## src/logic/serial_port_defs.svh

```systemverilog
`ifndef SERIAL_PORT_DEFS_SVH
`define SERIAL_PORT_DEFS_SVH
// ==========================================================
// Instruction byte fields
`define INSTR_DIR_BIT 7
`define INSTR_CNT_HI 6
`define INSTR_CNT_LO 5
`define INSTR_ADDR_HI 4
// ==========================================================
// Port configuration register (address 0) fields
`define CFG_ADDR 5'h00
`define CFG_PIN_SEL_BIT 7
`define CFG_ORDER_BIT 6
`define CFG_RESET_VAL 8'h00
// ==========================================================
// Timing
`define CORE_CLK_MHZ 10
`define BITS_PER_BYTE 4'h8
`endif

```

## src/logic/serial_port_pkg.sv

```systemverilog
package serial_port_pkg;
  // Sequencer states, one-hot
  typedef enum logic [2:0] {
    ST_IDLE  = 3'b001,
    ST_INSTR = 3'b010,
    ST_DATA  = 3'b100
  } port_state_e;
  typedef logic [4:0] reg_addr_t;
endpackage : serial_port_pkg

```

## src/logic/pin_sync.sv

```systemverilog
// ==========================================================
// Two-flop synchroniser for pins from outside the core clock domain
module pin_sync #(
  parameter int WIDTH = 3
) (
  // Clock and reset
  input wire logic i_core_clk,
  input wire logic i_arst_n,
  // Asynchronous levels in, synchronised levels out
  input wire logic [WIDTH-1:0] i_async,
  output logic [WIDTH-1:0] o_sync
);
  logic [WIDTH-1:0] meta_r;

  // First stage is read only by the second stage
  always_ff @(posedge i_core_clk or negedge i_arst_n) begin
    if (!i_arst_n) begin
      meta_r <= '0;
      o_sync <= '0;
    end else begin
      meta_r <= i_async;
      o_sync <= meta_r;
    end
  end
endmodule : pin_sync

```

## src/logic/serial_control_port.sv

```systemverilog
// Overview of operation
// Each cycle starts with an instruction byte on the first eight rising clocks.
// Instruction bit 7 high means read, low means write.
// Instruction bits 6:5 give one to four data bytes.
// Bits 4:0 give the first address; later addresses are generated internally.
// Select high then low restarts sequencing at the instruction phase.
// An abandoned partial byte is discarded and never written.
// Each written byte updates its register as soon as its last bit arrives.
// Clocks after the instruction carry the data bytes in the chosen direction.
// Supports one shared data pin or separate input and output pins.
// Supports single and multibyte transfers, MSB-first or LSB-first.
// Controller should prefer one multibyte transfer over many single ones.
// Every configuration register is readable and writable.
// Sample on rising serial clock, drive on falling serial clock.
// Data pins float while deselected; output pin floats in shared-pin mode.
// Register 0 bit 7 selects pin arrangement, default input-only shared pin.
// Register 0 bit 6: clear MSB-first decrementing, set LSB-first incrementing.
// Reads shift out all eight bits of each addressed register.
// Controller holds select low and gives exactly eight clocks per byte.
`include "serial_port_defs.svh"

module serial_control_port
  import serial_port_pkg::*;
#(
  parameter int NUM_REGS = 32
) (
  // Core clock and reset
  input wire logic i_core_clk,
  input wire logic i_arst_n,
  // Serial pins (sampled through synchronisers)
  input wire logic i_serial_clk,
  input wire logic i_port_select_n,
  input wire logic i_sdio,
  // Shared data pin drive
  output logic o_sdio,
  output logic o_sdio_oe,
  // Separate output pin
  output logic o_serial_out_line,
  output logic o_serial_out_line_oe,
  // Register image and write strobe to the device
  output logic [NUM_REGS*8-1:0] o_regs,
  output logic o_reg_wr,
  output logic [4:0] o_reg_wr_addr,
  // Configuration bits of register 0
  output logic o_pin_arrangement_sel,
  output logic o_bit_order_sel
);
  // ==========================================================
  // Synchronised pins and edge detect
  logic [2:0] sync_w;
  logic sclk_d_r;
  logic sclk_s;
  logic cs_n_s;
  logic sdi_s;
  logic rise_w;
  logic fall_w;

  pin_sync #(.WIDTH(3)) u_sync (
    .i_core_clk(i_core_clk),
    .i_arst_n(i_arst_n),
    .i_async({i_serial_clk, i_port_select_n, i_sdio}),
    .o_sync(sync_w)
  );
  assign sclk_s = sync_w[2];
  assign cs_n_s = sync_w[1];
  assign sdi_s = sync_w[0];
  assign rise_w = sclk_s & ~sclk_d_r & ~cs_n_s;
  assign fall_w = ~sclk_s & sclk_d_r & ~cs_n_s;

  always_ff @(posedge i_core_clk or negedge i_arst_n) begin
    if (!i_arst_n) sclk_d_r <= 1'b0;
    else sclk_d_r <= sclk_s;
  end

  // ==========================================================
  // Sequencer state
  port_state_e state_r, state_nxt;
  logic [3:0] bit_cnt_r;
  logic [7:0] shift_r;
  logic is_read_r;
  logic [1:0] bytes_left_r;
  reg_addr_t addr_r;
  logic [7:0] regs_r [NUM_REGS];
  logic [7:0] tx_r;
  logic out_r;
  logic drive_r;
  logic armed_r;

  // Order from register 0 takes effect immediately, even mid-cycle
  wire lsb_first_w = regs_r[0][`CFG_ORDER_BIT];
  wire pin_shared_w = regs_r[0][`CFG_PIN_SEL_BIT];

  // Shift in one bit according to bit order
  function automatic logic [7:0] shift_in(input logic [7:0] cur, input logic b, input logic lsb);
    shift_in = lsb ? {b, cur[7:1]} : {cur[6:0], b};
  endfunction : shift_in

  // Next byte address: decrement MSB-first, increment LSB-first, wrapping in 5 bits
  function automatic reg_addr_t next_addr(input reg_addr_t a, input logic lsb);
    next_addr = lsb ? reg_addr_t'(a + 5'h01) : reg_addr_t'(a - 5'h01);
  endfunction : next_addr

  wire [7:0] byte_w = shift_in(shift_r, sdi_s, lsb_first_w);
  wire last_bit_w = rise_w && (bit_cnt_r == `BITS_PER_BYTE - 4'h1);
  wire instr_done_w = (state_r == ST_INSTR) && last_bit_w;
  wire data_done_w = (state_r == ST_DATA) && last_bit_w;
  wire wr_byte_w = data_done_w && !is_read_r;
  wire [7:0] rd_byte_w = regs_r[instr_done_w ? byte_w[`INSTR_ADDR_HI:0] : next_addr(addr_r, lsb_first_w)];
  // Value register 0 takes at this edge, so the mode outputs move with the write strobe
  wire [7:0] cfg_nxt_w = (wr_byte_w && addr_r == `CFG_ADDR) ? byte_w : regs_r[0];

  // State transitions; select high always returns to idle
  always_comb begin
    state_nxt = state_r;
    case (state_r)
      ST_IDLE: if (!cs_n_s && armed_r) state_nxt = ST_INSTR;
      ST_INSTR: if (instr_done_w) state_nxt = ST_DATA;
      ST_DATA: if (data_done_w && bytes_left_r == 2'b00) state_nxt = ST_IDLE;
      default: state_nxt = ST_IDLE;
    endcase
    if (cs_n_s) state_nxt = ST_IDLE;
  end

  // Armed only once select is seen high; trailing clocks after the last byte
  // and the synchroniser fill after reset can then never start a new cycle
  always_ff @(posedge i_core_clk or negedge i_arst_n) begin
    if (!i_arst_n) begin
      armed_r <= 1'b0;
    end else if (cs_n_s) begin
      armed_r <= 1'b1;
    end else if (state_r == ST_INSTR) begin
      armed_r <= 1'b0;
    end
  end

  // Bit counter and shifter; partial bytes are dropped when select rises
  always_ff @(posedge i_core_clk or negedge i_arst_n) begin
    if (!i_arst_n) begin
      state_r <= ST_IDLE;
      bit_cnt_r <= 4'h0;
      shift_r <= 8'h00;
    end else begin
      state_r <= state_nxt;
      if (cs_n_s || state_r == ST_IDLE) begin
        bit_cnt_r <= 4'h0;
        shift_r <= 8'h00;
      end else if (rise_w) begin
        bit_cnt_r <= last_bit_w ? 4'h0 : bit_cnt_r + 4'h1;
        shift_r <= byte_w;
      end
    end
  end

  // Instruction decode and address generation
  always_ff @(posedge i_core_clk or negedge i_arst_n) begin
    if (!i_arst_n) begin
      is_read_r <= 1'b0;
      bytes_left_r <= 2'b00;
      addr_r <= 5'h00;
    end else if (instr_done_w) begin
      is_read_r <= byte_w[`INSTR_DIR_BIT];
      bytes_left_r <= byte_w[`INSTR_CNT_HI:`INSTR_CNT_LO];
      addr_r <= byte_w[`INSTR_ADDR_HI:0];
    end else if (data_done_w) begin
      bytes_left_r <= bytes_left_r - 2'b01;
      addr_r <= next_addr(addr_r, lsb_first_w);
    end
  end

  // Register file: every address writable and readable
  always_ff @(posedge i_core_clk or negedge i_arst_n) begin
    if (!i_arst_n) begin
      for (int i = 0; i < NUM_REGS; i++) regs_r[i] <= (i == 0) ? `CFG_RESET_VAL : 8'h00;
    end else if (wr_byte_w) begin
      regs_r[addr_r] <= byte_w;
    end
  end

  // Read shifter: load at each byte boundary, shift on falling clock
  always_ff @(posedge i_core_clk or negedge i_arst_n) begin
    if (!i_arst_n) begin
      tx_r <= 8'h00;
      out_r <= 1'b0;
      drive_r <= 1'b0;
    end else begin
      if (cs_n_s) drive_r <= 1'b0;
      else if (instr_done_w) drive_r <= byte_w[`INSTR_DIR_BIT];
      else if (data_done_w && bytes_left_r == 2'b00) drive_r <= 1'b0;
      if ((instr_done_w && byte_w[`INSTR_DIR_BIT]) || (data_done_w && is_read_r && bytes_left_r != 2'b00)) begin
        tx_r <= rd_byte_w;
      end else if (fall_w && drive_r) begin
        out_r <= lsb_first_w ? tx_r[0] : tx_r[7];
        tx_r <= lsb_first_w ? {1'b0, tx_r[7:1]} : {tx_r[6:0], 1'b0};
      end
    end
  end

  // Pin drivers registered so every output comes from a flip-flop
  always_ff @(posedge i_core_clk or negedge i_arst_n) begin
    if (!i_arst_n) begin
      o_sdio <= 1'b0;
      o_sdio_oe <= 1'b0;
      o_serial_out_line <= 1'b0;
      o_serial_out_line_oe <= 1'b0;
      o_reg_wr <= 1'b0;
      o_reg_wr_addr <= 5'h00;
    end else begin
      o_sdio <= out_r;
      o_serial_out_line <= out_r;
      o_sdio_oe <= drive_r && pin_shared_w && !cs_n_s;
      o_serial_out_line_oe <= drive_r && !pin_shared_w && !cs_n_s;
      o_reg_wr <= wr_byte_w;
      o_reg_wr_addr <= addr_r;
    end
  end

  // Flattened register image for the device logic
  always_ff @(posedge i_core_clk or negedge i_arst_n) begin
    if (!i_arst_n) begin
      o_regs <= '0;
      o_pin_arrangement_sel <= 1'b0;
      o_bit_order_sel <= 1'b0;
    end else begin
      // Written byte is forwarded so the image changes together with o_reg_wr
      for (int i = 0; i < NUM_REGS; i++) begin
        o_regs[i*8 +: 8] <= (wr_byte_w && addr_r == reg_addr_t'(i)) ? byte_w : regs_r[i];
      end
      o_pin_arrangement_sel <= cfg_nxt_w[`CFG_PIN_SEL_BIT];
      o_bit_order_sel <= cfg_nxt_w[`CFG_ORDER_BIT];
    end
  end
endmodule : serial_control_port

```

## config.mk

```make
export PLATFORM = sky130hd
export DESIGN_NAME = serial_control_port
export DESIGN_NICKNAME = d
export VERILOG_FILES = /design/src/logic/serial_port_pkg.sv /design/src/logic/pin_sync.sv /design/src/logic/serial_control_port.sv
export VERILOG_INCLUDE_DIRS = /design/src /design/src/logic
export SDC_FILE = /design/constraint.sdc
export NUM_CORES = 1
export LEC_CHECK = 0
export BUFFER_PORTS_ARGS = -buffer_cell sky130_fd_sc_hd__buf_2
export CAP_MARGIN = 5
export CORE_MARGIN = 4
export CORE_UTILIZATION = 30
export CTS_BUF_LIST = sky130_fd_sc_hd__clkbuf_16
export DETAILED_ROUTE_END_ITERATION = 8
export GPL_ROUTABILITY_DRIVEN = 0
export PLACE_DENSITY = 0.56
export SETUP_SLACK_MARGIN = 0.2
export SLEW_MARGIN = 10
export SYNTH_ARGS = -nofsm -noshare
export SYNTH_HDL_FRONTEND = slang
export SYNTH_SLANG_ARGS = --single-unit
```

## constraint.sdc

```tcl
create_clock -name i_core_clk -period 3.1 [get_ports i_core_clk]
set_clock_uncertainty 0.2 [all_clocks]
set_input_delay 0.155 -clock i_core_clk [delete_from_list [all_inputs] [get_ports i_core_clk]]
set_output_delay 0.155 -clock i_core_clk [all_outputs]
set_load 0.02 [all_outputs]
```

### After elaboration in Yosys (flattened, before gate mapping)

Index checks and enable logic that the tools add are counted.

* add/sub/neg operators: 4
* multipliers: 0
* divide/modulo/power cells: 0
* order comparisons: 3
* eq/ne operators: 38
* shift operators: 0
* mux-type cells: 64
* bitwise gates (word level): 10
* reductions and logical operators: 62

Operator list (count)
* $mux 8: 41
* $bwmux 256: 1
* $eq 5x5->1 const B: 16
* $logic_and 1x1->1: 47
* $bmux 8 s5: 1
* $demux 8 s5: 1
* $eq 5x4->1 const B: 8
* $eq 5x3->1 const B: 4
* $mux 5: 4
* $ge 6x6->1 const B: 2
* $mux 3: 4
* $mux 4: 3
* $not 5->6: 2
* $eq 5x2->1 const B: 2
* $reduce_bool 2->1: 5
* $pmux 3 s3: 1
* $lt 6x1->1 const B: 1
* $mux 1: 6
* $ne 3x2->1 const B: 2
* $add 5x1->5 const B: 1
* $eq 5x1->1 const B: 1
* $logic_not 5->1: 1
* $sub 5x1->5 const B: 1
* $add 4x1->4 const B: 1
* other kinds (15): 25

* bits in registers: 564
* latch bits: 0
* memory bits (writable): 0
* memory bits (read-only): 0
* bits of input ports: 5
* logic and storage cells: 234
* memories: 0

### Depth between registers and ports, before layout

Gate-level depths: netlist of run 1.

* word-level depth: 11
* mapped depth: 12

### Modules after synthesis

Synthesis of run 1 repeated with hierarchy kept, for this count alone.

* cells, all modules: 2120
* area, all modules: 21982.3 um^2

Modules (own cells, without submodules)
* serial_control_port: instances 1, cells each 2114, area an instance 21832.2 um^2
* pin_sync: instances 1, cells each 6, area an instance 150.1 um^2

### Worst setup path before layout of run 1

Ideal clock, no wire load.

* path type: flip-flop to flip-flop
* start point: reg addr_r[0]
* end point: reg tx_r[7]
* library setup time: 0.087 ns
* arrival time: 2.491 ns
* path slack: 0.322 ns
* stages on the path, launching flop included: 11
* path buffers: 2
* clock period less this slack: 2.778 ns
* path through: dfrtp_1 -> ha_1 -> clkbuf_1 -> and2_1 -> mux4_2 -> mux2i_4 -> buf_2 -> a211oi_1 -> nor4_1 -> a211oi_1 -> o211ai_1

* longest elaborated chain between the ends: 8

RTL lines
* start: declaration: line serial_control_port.sv:82 `reg_addr_t addr_r;`
* start signal: assignment: line serial_control_port.sv:163 `` addr_r <= byte_w[`INSTR_ADDR_HI:0]; ``
* start signal: assignment: line serial_control_port.sv:166 `addr_r <= next_addr(addr_r, lsb_first_w);`
* $sub 5x1->5 / $add 5x1->5 (equally long branches): line serial_control_port.sv:100 `next_addr = lsb ? reg_addr_t'(a + 5'h01) : reg_addr_t'(a - 5'h01);`
* $mux 5 (*): line serial_control_port.sv:100
* $mux 5 (*): line serial_control_port.sv:108 `` wire [7:0] rd_byte_w = regs_r[instr_done_w ? byte_w[`INSTR_ADDR_HI:0] : next_addr(addr_r, lsb_first_w)]; ``
* $not 5->6 (*): line serial_control_port.sv:108
* $bmux 8 s5 (*): line serial_control_port.sv:108
* $mux 8 (*) (2 in series): line serial_control_port.sv:108
* $mux 8 (*): line serial_control_port.sv:189 `` if ((instr_done_w && byte_w[`INSTR_DIR_BIT]) || (data_done_w && is_read_r && bytes_left_r != 2'b00)) begin ``
* end signal: assignment: line serial_control_port.sv:190 `tx_r <= rd_byte_w;`
* end signal: assignment: line serial_control_port.sv:193 `tx_r <= lsb_first_w ? {1'b0, tx_r[7:1]} : {tx_r[6:0], 1'b0};`
* end: declaration: line serial_control_port.sv:84 `logic [7:0] tx_r;`

Mark *: on every way between the ends. The rest lies on a longest branch, timed or not. The select of a mux whose other input is x is not followed.
A chain may end at the register's enable or synchronous reset.

### Worst setup path after layout of run 1

* start point: reg bit_cnt_r[0]
* end point: reg tx_r[4]

* longest elaborated chain between the ends: 9

RTL lines
* start: declaration: line serial_control_port.sv:78 `logic [3:0] bit_cnt_r;`
* start signal: assignment: line serial_control_port.sv:148 `bit_cnt_r <= last_bit_w ? 4'h0 : bit_cnt_r + 4'h1;`
* $eq 4x3->1 (*): line serial_control_port.sv:104 `` wire last_bit_w = rise_w && (bit_cnt_r == `BITS_PER_BYTE - 4'h1); ``
* $logic_and 1x1->1 (*): line serial_control_port.sv:104
* $logic_and 1x1->1: line serial_control_port.sv:105 `wire instr_done_w = (state_r == ST_INSTR) && last_bit_w;`
* $mux 5: line serial_control_port.sv:108
* $not 5->6: line serial_control_port.sv:108
* $bmux 8 s5: line serial_control_port.sv:108
* $mux 8 (2 in series): line serial_control_port.sv:108
* $mux 8: line serial_control_port.sv:189

Marks and branches as above.

==> metrics, run 1 <==
Post-synth ARST share between 90% and 100%; die width 280 um; Worst Setup Slack, final 0.0918 ns; RSZ-0062 raised after global routing true; arrival time worst endpoint 3.30 ns; ys flop type dfrtp_1; synthesized cell area 22200 um2; vias in the first global route 17700; Port Buffer Count 272; final setup vio count 0; Boundary Pins 273; FF/Latch Area 14100 um2; sequential fraction of the synthesis area 63.4%; P_leak 0.0134 uW; status complete, no violations; Bufs on Longest Clock Path 3; Placement Setup Slack -0.211 ns; largest net degree at the start of global routing 109; Worst-Margin Slew 0.874 ns; count of cell types in the netlist 60; CTS tree built; fin. max-slew vios 0; Synth Warn # 0; antenna viol nets, final 0; initial antenna violation count 2; Fin. Hold Viols 0; Post-synth EDFFs 0; global-route wire length before repair ~110000 um; Slew HR 41.7%; Rows 99; crit-path max FO 14; root buffer cell clkbuf_16; CTS H-Tree Depth 2; power share of the sequential group roughly half; sw frac a little under a quarter; FMAX 332 MHz; worst r2r src bit_cnt_r[0]$_DFFE_PN0P_; max_cap viols 0; Final #Nets 2453; fillers 7205; Comb pwr share 3.0%; residual DRC count 0; Starting Density 30.4%; number of buffers created by CTS 60; hold path start i_port_select_n; Critical Path RT 3.39 ns; gr ovfl total 0; WL/cell 22.0 um; CTS Sinks about 560; Psw 3410 uW; Worst Setup SP bit_cnt_r[0]$_DFFE_PN0P_; post-synthesis net count between 2000 and 2500; average cell area after synthesis 10.4 um2; Iter 0 DRT Violations 1798; Crit Path Category reg -> reg; hpwl dp 52500 um; die area 78400 um2; Hold/Removal Path Class in -> reg; minimum clock period after layout 3.01 ns; clk_lat worst skew 0.63 ns; CP startpoint kind flop; Tcrit/Tclk final 97.0%; Vias 17800; power density over the cells 534 nW/um2; Synth-to-Final Area Change 27.0%; Overall Global Routing Usage 19.1%; Core ar. 73100 um2; share of layout cells above drive strength 1 25.7%; Seq cells post-synth 562; Clk pwr share 47.9%; internal power about 12000 uW; Die Ht 280 um; maximum VDD drop 0.364 mV; 1st-pass router iterations 5; number of vias per cell 5.17; Multi-input gate area just under 8000 um2; final core utilization 38.6%; WL final 76000 um; Synth Instances between 2000 and 2500; crit end category flop; clock-pin slew of the registers on the worst-case setup and hold paths 0.06 ns
repair_timing:
item,4_1_cts,5_1_grt
endpoints found under the hold margin,565,0
resized for setup,87,23
pin swaps,19,8
buffers inserted,17,7
gates cloned,4,1
hold buffers,7,0
setup endpoints to repair,8,43
Yosys cell counts (all sizes together), types with 2 or more instances:
cell / instances / area share [%]
nor2: 35 / 0.60
clkbuf: 148 / 2.5
o21ai: 518 / 12
o31ai: 15 / 0.57
and2: 4 / 0.11
a32o: 2 / 0.090
xnor2: 5 / 0.20
dfrtp: 561 / 63
mux4: 5 / 0.51
o2bb2ai: 6 / 0.24
a311oi: 15 / 0.62
a211oi: 48 / 1.6
mux2i: 22 / 1.2
and3b: 2 / 0.079
nand4: 7 / 0.20
or3b: 3 / 0.12
a21boi: 24 / 0.81
ha: 9 / 0.51
inv: 10 / 0.17
nand3: 49 / 1.1
nand3b: 3 / 0.10
a22oi: 21 / 0.71
xor2: 2 / 0.079
nor4: 10 / 0.31
a31oi: 28 / 0.79
nand2: 414 / 7.0
nor3: 5 / 0.11
a21o: 4 / 0.14
and3: 34 / 0.96
a21oi: 34 / 0.77
nor2b: 7 / 0.20
buf: 48 / 1.2
o211ai: 7 / 0.24
nor3b: 11 / 0.42
layout make-up:
class,instances,area share (%)
diodes,1,0.00888
clock buffers,60,5.33
clock inverters,51,1.69
inverters,10,0.133
multi-input cells,1365,28.2
flip-flops and latches,562,49.9
well taps,959,4.26
repair buffers,440,10.5
cell usage in the layout, fill, tap and decap left out, types with 6 or more instances in the layout:
cell,n
o211ai_1,7
bufinv_16,8
o21ai_0,517
a21boi_0,23
mux2i_4,14
clkbuf_16,61
buf_2,271
a22oi_2,13
o31ai_1,8
buf_12,14
ha_1,6
clkinv_1,9
nand2_1,413
a311oi_1,9
nand4_1,7
a21oi_1,34
a211oi_2,18
mux2i_1,9
dfrtp_1,559
dlygate4sd3_1,6
o2bb2ai_1,6
nor3b_1,8
buf_4,135
nor4_2,6
a31oi_1,17
buf_6,7
inv_1,21
a31oi_2,10
clkinv_2,15
a311oi_2,6
and3_1,33
nand3_1,48
a211oi_1,27
a22oi_1,8
nor2_1,34
worst paths after layout:
check	depth (start not counted)	endpoint	slack, ns
max	12	tx_r[4]$_DFFE_PN0P_	0.09
min	2	u_sync.meta_r[1]$_DFF_PN0_	0.01
min in group asynchronous	3	regs_r[247]$_DFFE_PN0P_	0.05
max reg2reg	12	tx_r[4]$_DFFE_PN0P_	0.09
max in group asynchronous	3	regs_r[64]$_DFFE_PN0P_	2.03
min reg2reg	0	u_sync.o_sync[2]$_DFF_PN0_	0.15
layer usage:
| metal | track usage (%) | share of wire, % | vias to the layer above |
|---|---|---|---|
| met2 | 31.4 | 48 | 711 |
| met5 | 0 | 0 | - |
| met1 | 26.6 | 43 | 8970 |
| li1 | - | - | 8066 |
| met3 | 3.05 | 6.6 | 95 |
| met4 | 4.57 | 2.0 | 0 |
per-stage QoR:
| step | power, uW | hold slack (ns) | cells | area [um2] | setup TNS [ns] |
|---|---|---|---|---|---|
| after floorplan | 7660 | -0.341 | 2130 | 22200 | 0 |
| after global placement | 7950 | -0.0592 | 3300 | 25200 | -0.103 |
| after detailed placement | 7960 | -0.0575 | 3300 | 25200 | -0.304 |
| after CTS | 15200 | 0.00160 | 3439 | 28000 | 0 |
| after global routing | 15600 | 0.0322 | 3447 | 28200 | 0 |
| final | 15100 | 0.0123 | 3448 | 28200 | 0 |
registers in the layout (all words and copies together), names as in the netlist, 2 cells and up:
register,count
state_r,3
u_sync.meta_r,3
o_reg_wr_addr,5
o_regs,256
bit_cnt_r,4
shift_r,8
regs_r,254
bytes_left_r,2
u_sync.o_sync,3
addr_r,5
tx_r,8
power by group through the flow:
| stage | combinational (uW) | clock (uW) | sequential (uW) |
|---|---|---|---|
| detailed placement | 440 | 0 | 7520 |
| floorplan | 152 | 0 | 7510 |
| global placement | 430 | 0 | 7520 |
| global route | 504 | 7690 | 7390 |
| finish | 450 | 7210 | 7390 |
| CTS | 463 | 7390 | 7390 |
cells by family after synthesis:
| logic type | synth area share [%] |
|---|---|
| adder cells (fa/ha/maj) | 0.507 |
| flip-flops | 63.4 |
| buffers and inverters | 3.91 |
| XOR/XNOR | 0.276 |
| AND/OR/NAND/NOR | 11.5 |
| multiplexers | 1.78 |
| AO/OA/AOI/OAI | 18.6 |
critical path, stage by stage (launching register included):
cell and delay, ns:
dfrtp_1 0.36, ha_1 0.17, or3b_4 0.42, o31ai_4 0.25, buf_6 0.21, nand2_8 0.10
buf_8 0.17, a211oi_4 0.21, a311oi_2 0.06, buf_4 0.15, o31ai_4 0.30, buf_4 0.17
o211ai_1 0.09
No activity file was read; power rests on OpenSTA's default activity.
==> run 2: changes to the inputs <==
--- a/config.mk
+++ b/config.mk
@@ -18,4 +18,5 @@
 export SLEW_MARGIN = 10
 export SYNTH_ARGS = -nofsm -noshare
 export SYNTH_HDL_FRONTEND = slang
+export SYNTH_HIERARCHICAL = 1
 export SYNTH_SLANG_ARGS = --single-unit
==> metrics, run 2 <==
status complete, no violations (unchanged); sequential fraction of the synthesis area 64.0% (was 63.4%); Placement Setup Slack -0.212 ns (was -0.211 ns); Overall Global Routing Usage 19.4% (was 19.1%); Boundary Pins 273 (unchanged); number of vias per cell 5.09 (was 5.17); FF/Latch Area 14100 um2 (about the same); final setup TNS 0 ns (unchanged); die width 279 um (was 280 um); Seq cells post-synth 562 (unchanged); root buffer cell clkbuf_16 (unchanged); Critical Path RT 3.46 ns (was 3.39 ns); Multi-input gate area 8030 um2 (was 7940 um2); Synth-to-Final Area Change 30.8% (was 27.0%); power density over the cells 529 nW/um2 (was 534 nW/um2); number of buffers created by CTS 59 (was 60); Vias 17600 (was 17800); Hold/Removal Path Class in -> reg (unchanged); initial antenna violation count 1 (was 2); average cell area after synthesis 10.4 um2 (about the same); Die Ht 279 um (was 280 um); antenna viol nets, final 0 (unchanged); Crit Path Category reg -> reg (unchanged); Starting Density 30.5% (was 30.4%); residual DRC count 0 (unchanged); RSZ-0062 raised after global routing true (unchanged); minimum clock period after layout 2.95 ns (was 3.01 ns); commonest non-fill, non-tap cell in the layout dfrtp_1 (unchanged); Fin. Hold Viols 0 (unchanged); 1st-pass router iterations 8 (was 5); largest net degree at the start of global routing 68 (was 109); slowest cell on the critical path or4_4 (was or3b_4); Iter 0 DRT Violations 1590 (was 1798); vias in the first global route 17600 (was 17700); CTS Sinks 562 (unchanged); Post-synth EDFFs 0 (unchanged); hpwl dp 52800 um (was 52500 um); most frequent cells in the layout 560 x dfrtp_1, 499 x o21ai_0, 419 x nand2_1 (was 559 x dfrtp_1, 517 x o21ai_0, 413 x nand2_1); Critical Path Most Common Cell buf_12; clock-pin slew of the registers on the worst-case setup and hold paths 0.07 ns (was 0.06 ns); Synth top cells by count 561 x dfrtp_1, 517 x o21ai_0, 421 x nand2_1, 147 x clkbuf_1, 64 x a21oi_1 (was 561 x dfrtp_1, 518 x o21ai_0, 413 x nand2_1, 148 x clkbuf_1, 49 x nand3_1); clk_lat worst skew 0.63 ns (about the same); Synth Warn # 6 (was 0); max_cap viols 0 (unchanged); Tcrit/Tclk final 95.2% (was 97.0%); CP cell instances buf_6 -> and4bb_2 -> nand3_4 -> mux2_4 -> buf_12 -> buf_12 -> buf_16 -> a31oi_1 -> buf_4 -> a211oi_1 -> or4_4 -> o21ai_2 (was ha_1 -> or3b_4 -> o31ai_4 -> buf_6 -> nand2_8 -> buf_8 -> a211oi_4 -> a311oi_2 -> buf_4 -> o31ai_4 -> buf_4 -> o211ai_1); CTS H-Tree Depth 2 (unchanged); synthesized cell area 22000 um2 (was 22200 um2); FMAX 339 MHz (was 332 MHz); number of diodes 0 (was 1); crit end category flop (unchanged); final core utilization 39.9% (was 38.6%); die area 77700 um2 (was 78400 um2); WL/cell 22.4 um (was 22.0 um); P_leak 0.0138 uW (was 0.0134 uW); fillers 7007 (was 7205); ys flop type dfrtp_1 (unchanged); area share of the largest cell type after synthesis 63.9% (was 63.3%); post-synthesis net count 2134 (was 2144); top-count cell post-synth dfrtp_1 (unchanged); Synth Instances 2120 (was 2130); count of cell types in the netlist 56 (was 60); max incr delay on CP 0.44 ns (was 0.42 ns); share of layout cells above drive strength 1 28.7% (was 25.7%); Port Buffer Count 272 (unchanged); WL final 77300 um (was 76000 um); crit-path max FO 6 (was 14); CP delay by family, top simple AND/OR/NAND/NOR gates (was compound AO/OA/AOI/OAI gates); # placed instances 3284 (was 3300); Core ar. 72100 um2 (was 73100 um2); final setup vio count 0 (unchanged); max FFs per register 256 (unchanged); Post-synth ARST share 100% (unchanged); global-route wire length before repair 115000 um (about the same); gr ovfl total 0 (unchanged); arrival time worst endpoint 3.31 ns (was 3.30 ns); Worst Setup Slack, final 0.148 ns (was 0.0918 ns); Bufs on Longest Clock Path 3 (unchanged); maximum VDD drop 0.406 mV (was 0.364 mV); biggest regs o_regs: 256 flops, regs_r: 254 flops (unchanged); CTS tree built (unchanged); Synth area leaders dfrtp_1 64%, o21ai_0 12%, nand2_1 7.2% (was dfrtp_1 63%, o21ai_0 12%, nand2_1 7.0%); fin. max-slew vios 0 (unchanged); Biggest register o_regs (unchanged); reg-to-reg setup timing slack 0.15 ns (was 0.09 ns); CP startpoint kind flop (unchanged); biggest area consumer among synthesized cells dfrtp_1 (unchanged); Post-Layout Cell Count 3452 (was 3448); Worst-Margin Slew 0.837 ns (was 0.874 ns); Slew HR 44.2% (was 41.7%); Overall Power 15200 uW (was 15100 uW); WP buf/inv 5 (was 4); Rows 98 (was 99); Final #Nets 2467 (was 2453)
run 2: changes by cell type after synthesis, sizes merged, moves of 10 or more:
cell    before  now
mux2         1   41
buf         48   36
o22ai        0   18
a31oi       28   17
o21ai      518  528
a21oi       34   65
nand3       49   59
a211oi      48   23
and3        34   16
a21boi      24    0
run 2: final timing paths:
path                                       startpoint                         end  cells after the start
min                                            i_sdio  u_sync/meta_r[0]$_DFF_PN0_                      2
max reg2reg                u_sync/o_sync[1]$_DFF_PN0_         tx_r[4]$_DFFE_PN0P_                     12
min in group asynchronous                    i_arst_n     regs_r[104]$_DFFE_PN0P_                      3
min reg2reg                u_sync/meta_r[0]$_DFF_PN0_  u_sync/o_sync[0]$_DFF_PN0_                      0
max                        u_sync/o_sync[1]$_DFF_PN0_         tx_r[4]$_DFFE_PN0P_                     12
max in group asynchronous                    i_arst_n     regs_r[146]$_DFFE_PN0P_                      5
run 2: per-layer routing:
metal	GRT usage [%]	part of all wire (%)
met5	0	0
met4	6.16	3.3
met3	3.03	6.9
met2	31.7	47
met1	26.7	43
run 2: kinds of logic (layout without fill, tap and decap cells):
family          count (synthesis)  in the layout  synth area share [%]
fa+ha+maj                       9              9                 0.512
xor+xnor                        7              7                 0.279
buf+inv                       189            571                  3.51
simple gates                  591            591                  11.5
compound gates                703            703                  17.3
mux                            59             59                  2.92
flops                         562            562                  64.0
run 2: layout make-up:
type                            count  area share (%)
Clock inverter                     50            1.83
Multi-Input combinational cell   1369            27.9
Timing Repair Buffer              455            11.9
Clock buffer                       60            5.22
Sequential cell                   562            48.9
Inverter                            6          0.0783
Tap cell                          950            4.13
run 2: where the power goes:
group          internal [uW]  total [uW]  leakage (uW)  switching [uW]
combinational            154         485       0.00500             331
clock                   4290        7340       0.00102            3050
sequential              7370        7400       0.00783            31.4
run 2: per-stage QoR:
stage | area [um2] | hold WS [ns]
6_report | 28800 | 0.0251
5_1_grt | 28800 | 0.0513
4_1_cts | 28500 | 0.000225
3_5_place_dp | 25100 | 0.00838
3_3_place_gp | 25100 | 0.00470
2_1_floorplan | 22000 | -0.341
run 2: what timing repair did:
action / CTS / global route
resized for setup: 139 / 59
setup buffers: 30 / 7
hold buffers: 8 / 0
pin swaps: 35 / 22
hold endpoints to repair: 436 / 0
setup endpoints to repair: 8 / 46
gates cloned: 11 / 2
==> run 3: changes to the inputs <==
--- a/config.mk
+++ b/config.mk
@@ -14,6 +14,7 @@
 export DETAILED_ROUTE_END_ITERATION = 8
 export GPL_ROUTABILITY_DRIVEN = 0
 export PLACE_DENSITY = 0.56
+export REMOVE_ABC_BUFFERS = 1
 export SETUP_SLACK_MARGIN = 0.2
 export SLEW_MARGIN = 10
 export SYNTH_ARGS = -nofsm -noshare
==> metrics, run 3 (synthesized netlist as in run 2, its figures left out) <==
Rows 98 (unchanged); global-route wire length before repair 109000 um (was 115000 um); most frequent cells in the layout 560 x dfrtp_1, 504 x o21ai_0, 420 x nand2_1 (was 560 x dfrtp_1, 499 x o21ai_0, 419 x nand2_1); Iter 0 DRT Violations 1410 (was 1590); placed cell area 25000 um2 (was 25100 um2); Worst-Margin Slew 0.887 ns (was 0.837 ns); antenna viol nets, final 0 (unchanged); fin. max-slew vios 0 (unchanged); number of buffers created by CTS 58 (was 59); Crit Path Category reg -> reg (unchanged); minimum clock period after layout 3.06 ns (was 2.95 ns); crit end category flop (unchanged); CTS tree built (unchanged); P_leak 0.0135 uW (was 0.0138 uW); share of layout cells above drive strength 1 25.7% (was 28.7%); fillers 7072 (was 7007); maximum VDD drop 0.412 mV (was 0.406 mV); die area 77700 um2 (unchanged); number of vias per cell 5.08 (was 5.09); residual DRC count 0 (unchanged); number of diodes 0 (unchanged); Port Buffer Count 272 (unchanged); largest net degree at the start of global routing 88 (was 68); max_cap viols 0 (unchanged); Biggest register o_regs (unchanged); root buffer cell clkbuf_16 (unchanged); RSZ-0062 raised after global routing true (unchanged); Starting Density 30.5% (unchanged); Fin. Hold Viols 1 (was 0); FMAX 327 MHz (was 339 MHz); CTS H-Tree Depth 2 (unchanged); clk_lat worst skew 0.63 ns (about the same); 1st-pass router iterations 5 (was 8); initial antenna violation count 2 (was 1); Synth-to-Final Area Change 27.0% (was 30.8%); final instance area 27900 um2 (was 28800 um2); crit-path max FO 7 (was 6); CTS Sinks 562 (unchanged); arrival time worst endpoint 3.41 ns (was 3.31 ns); Slew HR 40.9% (was 44.2%); failing checks hold timing; die width 279 um (unchanged); hold slack -0.00372 ns (was 0.0251 ns); WL/cell 21.1 um (was 22.4 um); final setup vio count 0 (unchanged); Tcrit/Tclk final 98.8% (was 95.2%); Bufs on Longest Clock Path 3 (unchanged); status finished, violations left (was complete, no violations); Critical Path RT 3.45 ns (was 3.46 ns); Vias 17400 (was 17600); Boundary Pins 273 (unchanged); Final #Nets 2444 (was 2467); WL final 72400 um (was 77300 um); final core utilization 38.7% (was 39.9%); max FFs per register 256 (unchanged); vias in the first global route 17400 (was 17600); biggest regs o_regs: 256 flops, regs_r: 254 flops (unchanged); Core ar. 72100 um2 (unchanged); Die Ht 279 um (unchanged); power density over the cells 544 nW/um2 (was 529 nW/um2); final setup TNS 0 ns (unchanged); hpwl dp 50800 um (was 52800 um); commonest non-fill, non-tap cell in the layout dfrtp_1 (unchanged); gr ovfl total 0 (unchanged); CP startpoint kind flop (unchanged); clock-pin slew of the registers on the worst-case setup and hold paths 0.06 ns (was 0.07 ns); Hold/Removal Path Class in -> async (was in -> reg); Overall Global Routing Usage 18.2% (was 19.4%)
## run 3: cell count changes in the layout (fill, tap and decap cells not counted), moves of 6 or more
cell / delta
clkinv_2: +7
a211oi_1: +9
a21oi_4: -7
a211oi_2: -7
buf_4: -7
clkinv_4: -6
a22oi_1: +8
a21oi_2: -19
a21oi_1: +26
buf_16: -9
a22oi_2: -8
buf_6: -6
## run 3: final timing paths
kind,start,endpoint,slack (ns),depth (start not counted)
max reg2reg,u_sync/o_sync[1]$_DFF_PN0_,tx_r[7]$_DFFE_PN0P_,0.04,12
min,i_arst_n,o_regs[137]$_DFF_PN0_,-0.004,2
min reg2reg,u_sync/meta_r[0]$_DFF_PN0_,u_sync/o_sync[0]$_DFF_PN0_,0.17,0
max,u_sync/o_sync[1]$_DFF_PN0_,tx_r[7]$_DFFE_PN0P_,0.04,12
max in group asynchronous,i_arst_n,state_r[0]$_DFFE_PN1P_,1.79,3
min in group i_core_clk,u_sync/meta_r[0]$_DFF_PN0_,u_sync/o_sync[0]$_DFF_PN0_,0.17,0
## run 3: critical path, stage by stage (launching register included)
cell	delay, ns
dfrtp_1	0.38
or3b_4	0.41
buf_6	0.14
o31ai_4	0.30
buf_6	0.18
buf_6	0.11
and3_1	0.15
a211oi_1	0.05
a31oi_1	0.20
a211oi_1	0.11
buf_4	0.17
or4_4	0.47
o21ai_2	0.11
## run 3: repair_timing
action | CTS | global route
gates cloned | 3 | 2
pin swaps | 24 | 16
resized for setup | 43 | 52
setup buffers | 25 | 11
hold buffers | 7 | 0
endpoints found under the setup margin | 8 | 40
hold endpoints to repair | 306 | 0
## run 3: layout make-up
type	instances	area, um2	area share, %
flip-flops and latches	562	14100	50.4
clock inverters	50	534	1.91
multi-input cells	1369	7580	27.2
repair buffers	433	3040	10.9
clock buffers	59	1480	5.29
inverters	6	22.5	0.0807
well taps	950	1190	4.26
## run 3: power by group
| group | switching [uW] | internal (uW) | leakage, uW |
|---|---|---|---|
| clock network | 3010 | 4310 | 0.00101 |
| registers | 28.5 | 7370 | 0.00783 |
| logic | 316 | 158 | 0.00471 |
| total | 3360 | 11800 | 0.0135 |
## run 3: routing by layer
metal	vias up	share of wire (%)	global-route usage, %
li1	7989	-	-
met1	8707	42	23.8
met2	600	49	30.8
met3	130	5.9	3.27
met4	2	3.2	5.74
met5	-	0.0097	0
## run 3: stage by stage
stage / std cells / hold WS (ns) / setup slack [ns] / total power [uW]
after floorplan: 1937 / -0.341 / -3.23 / 7670
after global placement: 3272 / 0.0736 / -0.0340 / 7940
after detailed placement: 3272 / 0.0759 / -0.0635 / 7960
after CTS: 3416 / 0.0496 / 0.0486 / 15300
after global routing: 3429 / 0.0438 / -0.0812 / 15700
final: 3429 / -0.00372 / 0.0375 / 15200
